==> src/design/pens_defines.vh <==
/*
  Constants of the phase event and no-load status bank: register offsets,
  field positions, reset values and the energy-to-pulse threshold.
  Assumes it is included by bare name from each design file that needs it.
*/
// What this block does
// Overcurrent event latches causing phases into event-source bits 5:3.
// Overvoltage event latches causing phases into event-source bits 11:9.
// Voltage-dip event latches causing phases into event-source bits 14:12.
// Event-source reserved bits 2:0, 8:6, 15 read zero; reset is zero.
// Total no-load phase bits 2:0 set together with main status bit 0.
// No-load bits follow their condition level; all reset to zero.
// Without reactive measurement, total no-load uses active power only.
// Fundamental no-load phase bits 5:3 set together with status bit 1.
// Without fundamental measurement, fundamental no-load bits stay zero.
// Apparent no-load phase bits 8:6 set together with status bit 2.
// No-load register bits 15:9 always read zero.
// Select bits 2:0 pick phases for pulse output one; reset ones.
// Select bits 5:3 pick phases for pulse output two; reset ones.
// Select bits 6,7 pick phases A,B for pulse output three; reset ones.
// All three select bits set drives the output from the three-phase sum.
// Select bit 8 picks phase C for pulse output three; reset one.
// Indicator registers are read-only, refreshed with each summary flag.
`ifndef PENS_DEFINES_VH
`define PENS_DEFINES_VH

// Register offsets on the plain register port.
`define PENS_ADDR_EVENT_SRC  16'he600
`define PENS_ADDR_PULSE_SEL  16'he606
`define PENS_ADDR_NOLOAD     16'he608
`define PENS_ADDR_MAIN_STAT  16'he610
`define PENS_ADDR_MAIN_MASK  16'he611

// Field positions in the event-source register.
`define PENS_OC_LSB   4'd3
`define PENS_OV_LSB   4'd9
`define PENS_DIP_LSB  4'd12

// Field positions in the no-load register.
`define PENS_TOT_LSB  4'd0
`define PENS_FUND_LSB 4'd3
`define PENS_APP_LSB  4'd6

// Field positions in the pulse phase-select register.
`define PENS_SEL1_LSB 4'd0
`define PENS_SEL2_LSB 4'd3
`define PENS_SEL3_LSB 4'd6

// Bit positions in the main event status and mask registers.
`define PENS_ST_TOT   5'd0
`define PENS_ST_FUND  5'd1
`define PENS_ST_APP   5'd2
`define PENS_ST_DIP   5'd16
`define PENS_ST_OC    5'd17
`define PENS_ST_OV    5'd18
`define PENS_ST_USED  32'h00070007

// Reset values.
`define PENS_EVENT_RESET   3'h0
`define PENS_NOLOAD_RESET  3'h0
`define PENS_SEL_RESET     9'h1ff
`define PENS_STAT_RESET    32'h00000000
`define PENS_MASK_RESET    32'h00000000

// Energy units per output pulse; above the largest three-phase step.
`define PENS_PULSE_THRESH  24'h040000

`endif

==> src/design/pens_phase_sum.v <==
/*
  Phase selector and adder feeding one pulse output accumulation.
  Assumes the three phase energy steps arrive together on one clock.
*/
`timescale 1ns/1ps
module pens_phase_sum
(
  // Phase selection, bit 0 phase A up to bit 2 phase C.
  input  wire [2:0]  phaseSel,
  // Energy steps of the three phases.
  input  wire [15:0] energyA,
  input  wire [15:0] energyB,
  input  wire [15:0] energyC,
  // Sum of the selected phases.
  output wire [17:0] selSum
);

  wire [17:0] termA;
  wire [17:0] termB;
  wire [17:0] termC;

  // A cleared select bit removes its phase; all three set gives the
  // full three-phase sum with no special case.
  assign termA  = phaseSel[0] ? {2'h0, energyA} : 18'h00000;
  assign termB  = phaseSel[1] ? {2'h0, energyB} : 18'h00000;
  assign termC  = phaseSel[2] ? {2'h0, energyC} : 18'h00000;
  assign selSum = termA + termB + termC;

endmodule

==> src/design/pens_status_regs.v <==
/*
  Phase event source, per-phase no-load state and pulse phase-select
  registers, with the main event status, its mask and the interrupt.
  Also accumulates selected phase energy into three pulse outputs.
  Assumes detector, no-load and energy inputs come from logic on clk,
  so none of them is synchronised here.
*/
`timescale 1ns/1ps
`include "pens_defines.vh"
module pens_status_regs
#(
  parameter integer REACTIVE_PRESENT    = 1,
  parameter integer FUNDAMENTAL_PRESENT = 1
)
(
  // Clock, reset and clock enable.
  input  wire        clk,
  input  wire        rst,
  input  wire        ce,
  // Register port.
  input  wire [15:0] addr,
  input  wire [31:0] wrData,
  input  wire        wrEn,
  input  wire        rdEn,
  output reg  [31:0] rdData,
  // Per-phase event detectors, one-cycle pulses.
  input  wire [2:0]  overcurrentHit,
  input  wire [2:0]  highVoltageHit,
  input  wire [2:0]  voltageDipHit,
  // Per-phase no-load condition levels.
  input  wire [2:0]  totalActiveIdle,
  input  wire [2:0]  totalReactiveIdle,
  input  wire [2:0]  fundActiveIdle,
  input  wire [2:0]  fundReactiveIdle,
  input  wire [2:0]  apparentIdle,
  // Per-phase energy steps.
  input  wire        energyValid,
  input  wire [15:0] energyA,
  input  wire [15:0] energyB,
  input  wire [15:0] energyC,
  // Interrupt and pulse outputs.
  output reg         irq,
  output reg         pulseOutputOne,
  output reg         pulseOutputTwo,
  output reg         pulseOutputThree
);

  // Register state.
  reg  [2:0]  overcurrentPhaseInd;
  reg  [2:0]  highVoltagePhaseInd;
  reg  [2:0]  voltageDipPhaseInd;
  reg  [2:0]  totalIdlePhaseInd;
  reg  [2:0]  fundamentalIdlePhaseInd;
  reg  [2:0]  apparentIdlePhaseInd;
  reg  [8:0]  pulsePhaseSelect;
  reg  [31:0] mainEventStatus;
  reg  [31:0] mainEventMask;
  reg  [23:0] accOne;
  reg  [23:0] accTwo;
  reg  [23:0] accThree;

  // Next values and helpers.
  reg  [31:0] next_mainEventStatus;
  reg  [31:0] next_mainEventMask;
  reg  [31:0] statusSet;
  reg  [31:0] statusClr;
  reg  [31:0] readValue;
  wire [2:0]  totalIdleNow;
  wire [2:0]  fundIdleNow;
  wire        overcurrentEvent;
  wire        highVoltageEvent;
  wire        voltageDipEvent;
  wire        totalIdleEnter;
  wire        fundIdleEnter;
  wire        apparentIdleEnter;
  wire [15:0] eventSourceWord;
  wire [15:0] noloadStateWord;
  wire [17:0] sumOne;
  wire [17:0] sumTwo;
  wire [17:0] sumThree;
  wire [24:0] stepOne;
  wire [24:0] stepTwo;
  wire [24:0] stepThree;
  wire        wrStat;
  wire        wrMask;
  wire        wrSel;

  // A phase entering a no-load condition: high now, low before.
  function idleRise;
    input [2:0] cur;
    input [2:0] prev;
    begin
      idleRise = |(cur & ~prev);
    end
  endfunction

  // One accumulation step: adds the selected sum and, on reaching the
  // threshold, removes one quantum and reports a pulse in the top bit.
  // The threshold exceeds the largest sum, so the residue stays bounded.
  function [24:0] accStep;
    input [23:0] acc;
    input [17:0] add;
    reg   [23:0] grown;
    begin
      grown = acc + {6'h00, add};
      if (grown >= `PENS_PULSE_THRESH)
      begin
        accStep = {1'b1, grown - `PENS_PULSE_THRESH};
      end
      else
      begin
        accStep = {1'b0, grown};
      end
    end
  endfunction

  // Address decode for writes; read-only registers have no write term.
  // Writes to the two read-only images fall through the decode and are lost.
  assign wrStat = wrEn && (addr == `PENS_ADDR_MAIN_STAT);
  assign wrMask = wrEn && (addr == `PENS_ADDR_MAIN_MASK);
  assign wrSel  = wrEn && (addr == `PENS_ADDR_PULSE_SEL);

  // Summary events raised by any phase.
  // A hit on several phases at once raises one flag, not one per phase.
  assign overcurrentEvent = |overcurrentHit;
  assign highVoltageEvent = |highVoltageHit;
  assign voltageDipEvent  = |voltageDipHit;

  // The reduced variant has no reactive path, so total no-load looks at
  // active power alone.
  assign totalIdleNow = (REACTIVE_PRESENT != 0) ?
                        (totalActiveIdle & totalReactiveIdle) :
                        totalActiveIdle;

  // Without fundamental measurement these bits are tied low.
  assign fundIdleNow = (FUNDAMENTAL_PRESENT != 0) ?
                       (fundActiveIdle & fundReactiveIdle) :
                       3'h0;

  // Entries into no-load raise the summary flags.
  assign totalIdleEnter    = idleRise(totalIdleNow, totalIdlePhaseInd);
  assign fundIdleEnter     = idleRise(fundIdleNow, fundamentalIdlePhaseInd);
  assign apparentIdleEnter = idleRise(apparentIdle, apparentIdlePhaseInd);

  // Read images; unused positions are constant zero.
  assign eventSourceWord = {1'b0, voltageDipPhaseInd, highVoltagePhaseInd,
                            3'h0, overcurrentPhaseInd, 3'h0};
  assign noloadStateWord = {7'h00, apparentIdlePhaseInd,
                            fundamentalIdlePhaseInd, totalIdlePhaseInd};

  // Sticky status: hardware sets, software clears by writing ones, and a
  // set in the same cycle as its clear wins so no event is lost.
  // Only the six used positions can ever hold a one.
  always @*
  begin
    statusSet = 32'h00000000;
    statusSet[`PENS_ST_OC]   = overcurrentEvent;
    statusSet[`PENS_ST_OV]   = highVoltageEvent;
    statusSet[`PENS_ST_DIP]  = voltageDipEvent;
    statusSet[`PENS_ST_TOT]  = totalIdleEnter;
    statusSet[`PENS_ST_FUND] = fundIdleEnter;
    statusSet[`PENS_ST_APP]  = apparentIdleEnter;
    statusClr = wrStat ? (wrData & `PENS_ST_USED) : 32'h00000000;
    next_mainEventStatus = (mainEventStatus & ~statusClr) | statusSet;
    next_mainEventMask = wrMask ? (wrData & `PENS_ST_USED) : mainEventMask;
  end

  // Event-source indicators are overwritten with the causing phases each
  // time the summary event fires, and hold otherwise; software cannot
  // write them, so a stale value only shows the last event.
  // One event may mark several phases in the same field.
  always @(posedge clk or posedge rst)
  begin
    if (rst)
    begin
      overcurrentPhaseInd <= `PENS_EVENT_RESET;
      highVoltagePhaseInd <= `PENS_EVENT_RESET;
      voltageDipPhaseInd  <= `PENS_EVENT_RESET;
    end
    else if (ce)
    begin
      if (overcurrentEvent)
      begin
        overcurrentPhaseInd <= overcurrentHit;
      end
      if (highVoltageEvent)
      begin
        highVoltagePhaseInd <= highVoltageHit;
      end
      if (voltageDipEvent)
      begin
        voltageDipPhaseInd <= voltageDipHit;
      end
    end
  end

  // No-load bits are live levels, one cycle behind the condition, and
  // land in the same edge as the matching summary flag.
  // Leaving no-load clears a bit with no action from software.
  always @(posedge clk or posedge rst)
  begin
    if (rst)
    begin
      totalIdlePhaseInd       <= `PENS_NOLOAD_RESET;
      fundamentalIdlePhaseInd <= `PENS_NOLOAD_RESET;
      apparentIdlePhaseInd    <= `PENS_NOLOAD_RESET;
    end
    else if (ce)
    begin
      totalIdlePhaseInd       <= totalIdleNow;
      fundamentalIdlePhaseInd <= fundIdleNow;
      apparentIdlePhaseInd    <= apparentIdle;
    end
  end

  // Main status, mask and interrupt; the interrupt is taken from the
  // next values so it rises in the same edge as the status bit.
  // Writing the mask alone can therefore raise or drop the interrupt.
  always @(posedge clk or posedge rst)
  begin
    if (rst)
    begin
      mainEventStatus <= `PENS_STAT_RESET;
      mainEventMask   <= `PENS_MASK_RESET;
      irq             <= 1'b0;
    end
    else if (ce)
    begin
      mainEventStatus <= next_mainEventStatus;
      mainEventMask   <= next_mainEventMask;
      irq             <= |(next_mainEventStatus & next_mainEventMask);
    end
  end

  // Phase select register; every phase is included out of reset.
  // Only the nine select bits are stored; upper write data is dropped.
  always @(posedge clk or posedge rst)
  begin
    if (rst)
    begin
      pulsePhaseSelect <= `PENS_SEL_RESET;
    end
    else if (ce && wrSel)
    begin
      pulsePhaseSelect <= wrData[8:0];
    end
  end

  // Selected-phase sums, one per pulse output.
  // Each output has its own adder so the three selections stay independent.
  pens_phase_sum sumFirst
  (
    .phaseSel (pulsePhaseSelect[`PENS_SEL1_LSB +: 3]),
    .energyA  (energyA),
    .energyB  (energyB),
    .energyC  (energyC),
    .selSum   (sumOne)
  );

  pens_phase_sum sumSecond
  (
    .phaseSel (pulsePhaseSelect[`PENS_SEL2_LSB +: 3]),
    .energyA  (energyA),
    .energyB  (energyB),
    .energyC  (energyC),
    .selSum   (sumTwo)
  );

  pens_phase_sum sumThird
  (
    .phaseSel (pulsePhaseSelect[`PENS_SEL3_LSB +: 3]),
    .energyA  (energyA),
    .energyB  (energyB),
    .energyC  (energyC),
    .selSum   (sumThree)
  );

  assign stepOne   = accStep(accOne, sumOne);
  assign stepTwo   = accStep(accTwo, sumTwo);
  assign stepThree = accStep(accThree, sumThree);

  // Energy accumulators; a pulse lasts one cycle per threshold crossing.
  // A change of selection applies from the next energy step onward.
  // The residue is kept across such a change, so no energy is dropped.
  always @(posedge clk or posedge rst)
  begin
    if (rst)
    begin
      accOne           <= 24'h000000;
      accTwo           <= 24'h000000;
      accThree         <= 24'h000000;
      pulseOutputOne   <= 1'b0;
      pulseOutputTwo   <= 1'b0;
      pulseOutputThree <= 1'b0;
    end
    else if (ce)
    begin
      if (energyValid)
      begin
        accOne           <= stepOne[23:0];
        accTwo           <= stepTwo[23:0];
        accThree         <= stepThree[23:0];
        pulseOutputOne   <= stepOne[24];
        pulseOutputTwo   <= stepTwo[24];
        pulseOutputThree <= stepThree[24];
      end
      else
      begin
        pulseOutputOne   <= 1'b0;
        pulseOutputTwo   <= 1'b0;
        pulseOutputThree <= 1'b0;
      end
    end
  end

  // Read decode; unmapped addresses read zero.
  // Decoding uses the full address, so no register has an alias.
  always @*
  begin
    case (addr)
      `PENS_ADDR_EVENT_SRC: readValue = {16'h0000, eventSourceWord};
      `PENS_ADDR_NOLOAD:    readValue = {16'h0000, noloadStateWord};
      `PENS_ADDR_PULSE_SEL: readValue = {23'h000000, pulsePhaseSelect};
      `PENS_ADDR_MAIN_STAT: readValue = mainEventStatus;
      `PENS_ADDR_MAIN_MASK: readValue = mainEventMask;
      default:              readValue = 32'h00000000;
    endcase
  end

  // Read data stand for exactly the cycle after the strobe and are zero
  // otherwise, so a stale value is never mistaken for an answer.
  always @(posedge clk or posedge rst)
  begin
    if (rst)
    begin
      rdData <= 32'h00000000;
    end
    else if (ce)
    begin
      rdData <= rdEn ? readValue : 32'h00000000;
    end
  end

endmodule

==> config.mk <==
export PLATFORM = sky130hd
export DESIGN_NAME = pens_status_regs
export DESIGN_NICKNAME = d
export VERILOG_FILES = /design/src/design/pens_phase_sum.v /design/src/design/pens_status_regs.v
export VERILOG_INCLUDE_DIRS = /design/src /design/src/design
export SDC_FILE = /design/constraint.sdc
export NUM_CORES = 1
export LEC_CHECK = 0
export BUFFER_PORTS_ARGS = -buffer_cell sky130_fd_sc_hd__buf_2
export CAP_MARGIN = 5
export CORE_MARGIN = 8
export CORE_UTILIZATION = 60
export DETAILED_ROUTE_END_ITERATION = 8
export PLACE_DENSITY = 0.82
export SLEW_MARGIN = 20
export SYNTH_ARGS = -nofsm -noshare
export SYNTH_HDL_FRONTEND = slang
export SYNTH_HIERARCHICAL = 1
export SYNTH_SLANG_ARGS = --single-unit
==> constraint.sdc <==
create_clock -name clk -period 12.55 [get_ports clk]
set_input_delay 1.8825 -clock clk [delete_from_list [all_inputs] [get_ports clk]]
set_output_delay 1.8825 -clock clk [all_outputs]
set_load 0.1 [all_outputs]
-- After elaboration in Yosys (flattened, before gate mapping)
Cells that the tools add are included.
- flip-flop bits (word level): 199
- latch bits: 0
- bits in writable memories: 0
- memory bits (read-only): 0
- input port bits: 126
- output and inout port bits: 36
- logic and storage cells: 83
- memories kept: 0
- add/sub/neg operators: 12
- multiply operators: 0
- divide/modulo/power cells: 0
- magnitude comparators: 3
- equality and inequality tests: 5
- shift operators: 0
- muxes and demuxes: 19
- bitwise logic cells: 12
- reductions and logical operators: 15
- operators with widths (kind ; number):
    $pmux 32 s5 ; 1
    $mux 16 ; 9
    $add 18x18->18 ; 6
    $eq 16x16->1 const B ; 5
    $mux 25 ; 3
    $add 24x18->24 ; 3
    $ge 24x19->1 const B ; 3
    $sub 24x19->24 const B ; 3
    $and 32x32->32 ; 2
    $mux 32 ; 2
    $not 19->32 ; 1
    $or 32x19->32 ; 1
    $reduce_or 32->1 ; 1
    $mux 19 ; 1
    $reduce_or 3->1 ; 6
    $and 3x3->3 ; 5
    $not 3->3 ; 3
    $reduce_and 2->1 ; 4
    $logic_and 1x1->1 ; 4
    $mux 1 ; 3

-- Longest topological paths before layout
Gate-level depths: netlist (run 1).
- depth after elaboration: 8
- depth in mapped cells: 31

-- Hierarchy
The synthesis (run 1) kept the hierarchy.
- modules (own cells, without submodules) (module ; times used ; cells an instance ; area an instance (um2) ; seq. area each (um2)):
    pens_status_regs ; 1 ; 1064 ; 9389.0 ; 3339.5
    pens_phase_sum (sumSecond ...) ; 2 ; 205 ; 1428.9 ; 0.0
    pens_phase_sum (sumFirst) ; 1 ; 184 ; 1323.8 ; 0.0

-- Least setup slack after synthesis (run 1)
No wires, ideal clock.
- kind: in2reg
- start point: in energyA[1]
- end point: reg accThree[21]
- library setup time: 0.126 ns
- arrival: 7.524 ns
- slack: 4.901 ns
- stages on the path: 28
- buffers on the path: 0
- cells stage by stage: nand2_1 fa_1 inv_1 ha_1 fa_1 a21o_1 a311o_2 a31oi_1 xnor2_1 ha_1 a211oi_1 a311oi_1 a311o_1 a2111oi_4 nand2b_1 nand2b_1 xor2_1 ha_1 nand3_1 nor2_1 and3_1 o2111ai_1 nor4bb_1 nand4_1 nand4_4 and2_4 xnor2_1 a221o_1
- cells in the longest elaborated chain, start to end: 6
- elaborated cells on any way between the ends: 7
- those cells by class: add/sub (4); order compare (1); mux (2)
- RTL lines (item ; RTL line ; RTL):
    from (decl) ; pens_status_regs.v:38 ; input wire [15:0] energyA,
    $mux 16 (*) ; pens_phase_sum.v:24 ; assign termA = phaseSel[0] ? {2'h0, energyA} : 18'h00000;
    $add 18x18->18 (*) (2 in a row) ; pens_phase_sum.v:27 ; assign selSum = termA + termB + termC;
    named net sumThree[9] ; pens_status_regs.v:80 ; wire [17:0] sumThree;
    $add 24x18->24 (*) ; pens_status_regs.v:105 ; grown = acc + {6'h00, add};
    $sub 24x19->24 (no source line) or $ge 24x19->1 (tied branches) ; -- ;
    $mux 25 (*) ; pens_status_regs.v:106 ; if (grown >= `PENS_PULSE_THRESH)
    to (signal assigned) ; pens_status_regs.v:302 ; accThree <= stepThree[23:0];
    to (decl) ; pens_status_regs.v:60 ; reg [23:0] accThree;
Mark *: on every way through the listed nets, which the timed path passes. The rest lies on a longest branch.
A chain may end at the register's enable or synchronous reset.

-- Worst setup path after layout (run 1)
Same ends and word-level chain as after synthesis.

==> impl_metrics.ini, run 1 <==
[timing]
slew-limit-headroom_pct = 34.1
period_needed_ns = 8.39
worst_pin_slew_ns = 0.988
fmax_mhz = 119
hold_viol = 0
rsz0062_at_grt = false
hold_slack_ns = 0.487
drv_slew = 0
setup_viol = 0
tns_ns = 0
min_period_over_period_pct = 66.8
finClkSkew_ns = 0.0193

[worst_setup_path]
required_ns = 12.86
critPathMaxStageDelay_ns = 0.56
cpMostUsedCell = ha_1
r2r_cells = 28
cp-start-kind = input pin
cp_max_fo = 8
criticalPathCategory = in -> reg
cp.arrival_ns = 8.70
cp-end-kind = register
crit_slowest_cell = fa_1

[logic_synthesis]
synth.avg_cell_area_um2 = 8.18
synth_cell_type_count = 86
syn-cell-area_um2 = 13600
yosysMostFrequentCell = nand2_1
synth-seq-cells = 133
synth_edf_count = 0
ys_async_sr_fraction_pct = 100
synthTopCellsByArea = dfrtp_1 (23%), ha_1 (9.7%), nand2_1 (8.4%)
yosys_warnings = 6
synth_cells = 1658
synthFlopType = dfrtp_1
synth-seq-area-share_pct = 24.6
post-synth-top-area-cell = dfrtp_1
yosysTopAreaCellShare_pct = 22.9
synth_commonest_cells = nand2_1 (304), dfrtp_1 (124), inv_1 (124)

[power_and_ir_drop]
power_density_nw_per_um2 = 89.0
ir_drop_v = 0.0000989
power_leakage_nw = 7.57

[flow_run]
max_cap_violations = 0

[routing]
via_per_inst = 6.21
drc_errors = 0
dr_total_vias = 12700
drtPass1Iterations = 5
postRouteAntennaNets = 0
drt_iter0_drc = 1036
routedWlPerCell_um = 18.5
drt-total-wl_mm = 37.8

[placement]
io_buffers = 127
placed_cells = 2007
routabilityCongestion = 0.978
place_area_um2 = 14300
dp.final_hpwl_mm = 28.8

[layout]
postLayoutCoreUtil_pct = 66.5
final_area_um2 = 14900
fin_nets = 2026
n_antenna_cell = 0
stdcell_count = 2039
drive_above_1_share_pct = 12.9
area_growth_pct = 9.86

[floorplan]
dieArea_um2 = 27700
rows = 55
start_util_pct = 60.5
die_w_um = 166
die_h_um = 166
coreArea_um2 = 22400
pin_count = 162

[clock_tree]
cts_tree = built
clockBufferDepth = 2
h-tree-depth = 4
hold_buffers = 0
cts_resized = 0
clock_sinks = 133
cts_setup_buffers = 0
clockRootBuffer = clkbuf_16
clk_pin_slew_ns = 0.07
cts_made_buffers = 17
clk_latency_ns = 0.43

[min_path]
min_path_type = reg -> reg
min_path_cells = 2

[global_route]
antenna_found_initial = 2
gr-total-overflow = 0
grt_max_degree = 100
gr-usage-all-layers_pct = 27.2
grt_pass1_vias = 12600
grt_pass1_wl_mm = 62.4

[status]
status = completed
report_power, final:
group | switching, mW | internal (mW)
Combinational | 0.177 | 0.113
Clock | 0.249 | 0.275
Sequential | 0.0470 | 0.467
Total | 0.473 | 0.855
worst max-delay path: cells and delay by family:
family | cells | cell delay [ns]
AO/OA/AOI/OAI | 9 | 2.74
AND/OR/NAND/NOR | 10 | 1.72
adder cells (fa/ha/maj) | 5 | 1.66
XOR/XNOR | 3 | 0.50
buffers and inverters | 2 | 0.18
worst paths after layout:
| kind | end | slack (ns) | start |
|---|---|---|---|
| max | accThree[21] | 4.16 | energyA[1] |
| min | accThree[17] | 0.49 | accThree[17] |
| max reg2reg | accThree[21] | 4.85 | pulsePhaseSelect[6] |
| min reg2reg | accThree[17] | 0.49 | accThree[17] |
| max in group asynchronous | accThree[20] | 9.67 | rst |
| min in group asynchronous | highVoltagePhaseInd[0] | 1.52 | rst |
area by class of cell:
cell class	count	area, um^2
clock buffers	17	425
clock inverters	15	206
fillers	1835	7530
inverters	125	474
multi-input cells	1333	9440
flip-flops and latches	133	3340
well taps	285	357
repair buffers	131	666
registers in the layout (all words and copies together) (netlist names):
register	count
apparentIdlePhaseInd	3
pulsePhaseSelect	9
fundamentalIdlePhaseInd	3
pulseOutputOne	1
mainEventStatus	6
accTwo	24
voltageDipPhaseInd	3
accThree	24
pulseOutputTwo	1
pulseOutputThree	1
rdData	18
accOne	24
highVoltagePhaseInd	3
totalIdlePhaseInd	3
overcurrentPhaseInd	3
irq	1
mainEventMask	6
cell families (layout without fill, tap and decap cells):
kind of cell             Yosys count  after routing  share of synthesized area [%]
AO/OA/AOI/OAI                    435            435                           21.8
flip-flops                       133            133                           24.6
adder cells (fa/ha/maj)          159            159                           17.6
multiplexers                      39             39                           3.11
other                              1             14                         0.0276
AND/OR/NAND/NOR                  593            593                           20.5
XOR/XNOR                          93             93                           6.06
buffers and inverters            205            288                           6.21
stage by stage:
| stage | power, mW | setup slack, ns |
|---|---|---|
| finish | 1.33 | 4.16 |
| global route | 1.39 | 3.74 |
| CTS | 1.34 | 4.29 |
| detailed placement | 0.808 | 3.88 |
| global placement | 0.798 | 3.96 |
| floorplan | 0.735 | 4.90 |
layer usage:
metal	up-vias	global-route usage, %	wire length, um
li1	6010	-	-
met1	6073	34.9	16200
met2	489	44.4	17600
met3	94	4.87	2540
met4	2	12.0	1470
met5	-	0	12
cell usage in the layout (no fill, tap or decap), drive strengths merged, types with 16 or more instances in the layout:
master	count
ha	105
buf	131
a21o	45
clkbuf	17
a22o	20
a31oi	26
nor3	22
o21ai	90
inv	132
nor2	72
o31ai	16
a21oi	94
nand2	304
xor2	40
nand3	43
nand4	22
and2	36
dfrtp	124
xnor2	53
and3	23
a211oi	17
mux2	25
fa	54
Note: power is estimated with default switching activity, not from simulation.
==> inputs of run 2 (changes only) <==
Clock period 12.55 ns to 8.4 ns, I/O delays scaled along.
==> run 2 against run 1 <==
Against the previous run:
- hold slack gained 0.00095 ns
- sequential share of layout area is essentially flat
- cell count is essentially flat
- register-to-register slack lost 4.2 ns
- utilization is essentially flat
- clock skew shrank 0.0046 ns
- highest routed layer unchanged
- critical endpoint unchanged
- largest power group unchanged
- wire length grew 2.2%
==> impl_metrics.ini, run 2 (synthesis gave the netlist of run 1 again) <==
[layout]
reg_top3 = accOne: 24 flops, accThree: 24 flops, accTwo: 24 flops
regArea_um2 = 3340
fin_nets = 2026
area_growth_pct = 9.87
final_cell_mix = nand2_1 (303), buf_2 (127), dfrtp_1 (124)
num-fill-cells = 1896
stdcell_count = 2040
layout_commonest_cell = nand2_1
drive_above_1_share_pct = 12.8
multi_input_area_um2 = 9440

[clock_tree]
clk_latency_ns = 0.44
cts_tree = built
clockRootBuffer = clkbuf_16
clk_pin_slew_ns = 0.07
hold_buffers = 0
cts_resized = 0
cts_made_buffers = 17
h-tree-depth = 4
cts_setup_buffers = 0
clock_sinks = 133
clockBufferDepth = 2

[worst_setup_path]
r2r_start = pulsePhaseSelect[6]
r2r_slack_ns = 0.62
cpMostUsedCell = ha_1
crit_start = energyA[1]
crit_slowest_cell = fa_1
cp-endpoint = accThree[21]
criticalPathCategory = in -> reg
cp-start-kind = input pin
cp.arrival_ns = 8.19
cp_max_fo = 8
required_ns = 8.72
r2r_cells = 28
cp-end-kind = register
critPathMaxStageDelay_ns = 0.55
r2r_end = accThree[21]

[placement]
dp.final_hpwl_mm = 29.1
placed_cells = 2007
io_buffers = 127
routabilityCongestion = 0.954

[timing]
worst_pin_slew_ns = 1.08
finClkSkew_ns = 0.0147
min_period_over_period_pct = 93.7
drv_slew = 0
tns_ns = 0
slew-limit-headroom_pct = 27.4
setup_viol = 0
hold_viol = 0
fmax_mhz = 127
period_needed_ns = 7.87
rsz0062_at_grt = false

[floorplan]
pin_count = 162
coreArea_um2 = 22400
die_w_um = 166
start_util_pct = 60.5
dieArea_um2 = 27700
rows = 55
die_h_um = 166

[min_path]
min_path_type = reg -> reg

[routing]
postRouteAntennaNets = 0
routedWlPerCell_um = 18.9
drt_iter0_drc = 985
via_per_inst = 6.25
dr_total_vias = 12800
drt-total-wl_mm = 38.6
drc_errors = 0
drtPass1Iterations = 6

[power_and_ir_drop]
power_leakage_nw = 7.58
ir_drop_v = 0.000128
power_density_nw_per_um2 = 137

[global_route]
grt_pass1_vias = 12800
grt_max_degree = 100
gr-total-overflow = 0
antenna_found_initial = 3
grt_pass1_wl_mm = 63.2
gr-usage-all-layers_pct = 27.6

[flow_run]
max_cap_violations = 0

[status]
status = completed
## run 2: worst min path at each step
stage,start,to,depth (start not counted)
CTS,pulseOutputTwo,pulseOutputTwo,1
global route,rdData[2],rdData[2],1
floorplan,accThree[15],accThree[15],2
global placement,accThree[0],accThree[0],2
finish,accOne[0],accOne[0],2
detailed placement,rdData[7],rdData[7],1
## run 2: routing by layer
metal	global-route usage (%)	vias up	routed length (um)
li1	-	5994	-
met1	33.8	6085	16100
met2	46.2	564	18200
met3	5.80	106	2900
met4	12.2	4	1380
met5	0	-	21
## run 2: report_power, final
group | switching, mW | total (mW) | internal (mW)
combinational | 0.268 | 0.437 | 0.168
clock | 0.356 | 0.840 | 0.484
sequential | 0.0711 | 0.770 | 0.699
total | 0.695 | 2.05 | 1.35
## run 2: stage by stage
step | setup WS [ns] | area, um^2 | hold slack [ns] | utilization [%] | power, mW
floorplan | 1.37 | 13600 | 0.445 | - | 1.10
global placement | 0.406 | 14300 | 0.465 | 63.6 | 1.19
detailed placement | 0.331 | 14300 | 0.469 | 63.6 | 1.21
CTS | 0.626 | 14900 | 0.490 | 66.5 | 2.05
global route | 0.160 | 14900 | 0.507 | 66.5 | 2.13
finish | 0.526 | 14900 | 0.488 | 66.5 | 2.05
## run 2: area by class of cell
type                       instances  share of cell area (%)
sequential                       133                    22.4
clock buffer                      17                    2.85
inverter                         125                    3.18
timing repair buffer             131                    4.46
antenna                            1                  0.0168
clock inverter                    15                    1.38
multi-input combinational       1333                    63.3
tap                              285                    2.39
## run 2: critical path: cells and delay by family
| family | cells | cell delay, ns |
|---|---|---|
| AOI/OAI and AO/OA | 8 | 2.45 |
| xor gates and xnor gates | 3 | 0.57 |
| adders and majority gates | 5 | 1.76 |
| buffers and inverters | 2 | 0.17 |
| and+or+nand+nor | 11 | 1.96 |
==> inputs of run 3 (changes only) <==
Settings changed: CORE_UTILIZATION 60 to 34, PLACE_DENSITY 0.82 to not set.
==> run 3 against run 2 <==
Against the previous run:
- non-clock buffer count rose by 11
- critical path depth down 1
- fmax increased by 1.7%
- clock-buffer cell count did not move
- first-iteration DRC count shrank 17%
- register-to-register slack better by 0.20 ns
- wire length rose by 5.4%
- critical path type unchanged
==> impl_metrics.ini, run 3 (synthesis gave the netlist of run 1 again) <==
[routing]
drt_iter0_drc = 820
routedWlPerCell_um = 17.8
drt-total-wl_mm = 40.7
drc_errors = 0
postRouteAntennaNets = 0
via_per_inst = 5.42
dr_total_vias = 12400
drtPass1Iterations = 6

[floorplan]
pin_count = 162
die_h_um = 216
coreArea_um2 = 39500
dieArea_um2 = 46600
die_w_um = 216
rows = 73
start_util_pct = 34.3

[global_route]
grt_pass1_vias = 12700
gr-total-overflow = 0
gr-usage-all-layers_pct = 17.4
grt_max_degree = 82
grt_pass1_wl_mm = 66.3
antenna_found_initial = 0

[clock_tree]
clk_pin_slew_ns = 0.07
cts_setup_buffers = 0
clockBufferDepth = 2
clockRootBuffer = clkbuf_16
clk_latency_ns = 0.45
h-tree-depth = 4
cts_resized = 0
cts_made_buffers = 17
clock_sinks = 133
cts_tree = built
hold_buffers = 0

[layout]
final_cell_mix = nand2_1 (303), buf_2 (127), dfrtp_1 (124)
layout_commonest_cell = nand2_1
n_antenna_cell = 0
area_growth_pct = 12.5
reg_top3 = accOne: 24 flops, accThree: 24 flops, accTwo: 24 flops
fin_nets = 2037
drive_above_1_share_pct = 13.4
num-fill-cells = 4041

[worst_setup_path]
criticalPathCategory = in -> reg
cp_max_fo = 7
cp-start-kind = input pin
required_ns = 8.77
cp.arrival_ns = 8.11
cp-end-kind = register
r2r_slack_ns = 0.82
r2r_cells = 27

[timing]
slew-limit-headroom_pct = 38.8
setup_viol = 0
drv_slew = 0
min_period_over_period_pct = 92.2
worst_pin_slew_ns = 0.915
fmax_mhz = 129
hold_viol = 0
finClkSkew_ns = 0.0156
period_needed_ns = 7.74
rsz0062_at_grt = false
tns_ns = 0

[flow_run]
max_cap_violations = 0

[status]
status = completed

[placement]
routabilityCongestion = 0.878
io_buffers = 127
dp.final_hpwl_mm = 31.8

[power_and_ir_drop]
power_density_nw_per_um2 = 130
ir_drop_v = 0.000162
power_leakage_nw = 7.63
report.power.total_mw = 1.98

[min_path]
min_path_type = reg -> reg
min_path_cells = 2
[run 3: final timing paths]
| path | from | endpoint |
|---|---|---|
| hold / removal | accThree[15] | accThree[15] |
| max in group asynchronous | rst | accThree[13] |
| hold reg to reg | accThree[15] | accThree[15] |
| setup / recovery | energyA[1] | accTwo[23] |
| min in group asynchronous | rst | rdData[9] |
| setup reg to reg | pulsePhaseSelect[4] | accTwo[23] |
[run 3: layout make-up]
class	instances	area, um^2	area share, %
flip-flops and latches	133	3340	21.9
well taps	525	657	4.30
inverters	125	474	3.11
clock inverters	15	179	1.17
repair buffers	142	748	4.90
multi-input cells	1333	9440	61.8
clock buffers	17	425	2.79
[run 3: power breakdown]
part,switching (mW),internal [mW]
Clock,0.351,0.427
Combinational,0.264,0.169
Sequential,0.0712,0.699
Total,0.686,1.29
[run 3: layer usage]
layer,wire length (um),track usage [%],vias up
li1,-,-,6025
met1,18800,23.2,5971
met2,18600,28.4,391
met3,2720,3.57,35
met4,570,4.52,0
met5,0,0,-
[run 3: through the flow]
stage          utilization [%]  cells  cell area (um^2)  hold WS [ns]  worst slack, ns
4_1_cts                   38.6   2290             15300         0.487            0.680
3_5_place_dp              37.1   2258             14700         0.469            0.203
6_report                  38.6   2290             15300         0.479            0.657
2_1_floorplan                -   1671             13600         0.445             1.37
3_3_place_gp              37.1   2258             14700         0.462            0.275
5_1_grt                   38.6   2290             15300         0.502            0.206
[run 3: worst max-delay path: stages]
cell,delay (ns)
buf_2,0.11
nand2_1,0.08
fa_1,0.55
inv_1,0.04
ha_1,0.23
fa_1,0.41
a21o_1,0.23
a311o_2,0.45
nand3b_1,0.12
mux2i_1,0.17
o311ai_0,0.25
ha_1,0.43
a21o_1,0.19
a21oi_1,0.19
nor4bb_1,0.21
and3_1,0.20
nor2_1,0.09
xnor2_1,0.18
inv_1,0.08
ha_1,0.13
nand4b_1,0.11
a2111oi_0,0.59
o2111ai_1,0.21
a2111oi_0,0.58
and4_1,0.37
nor4_4,0.10
or3_1,0.37
a21oi_1,0.14
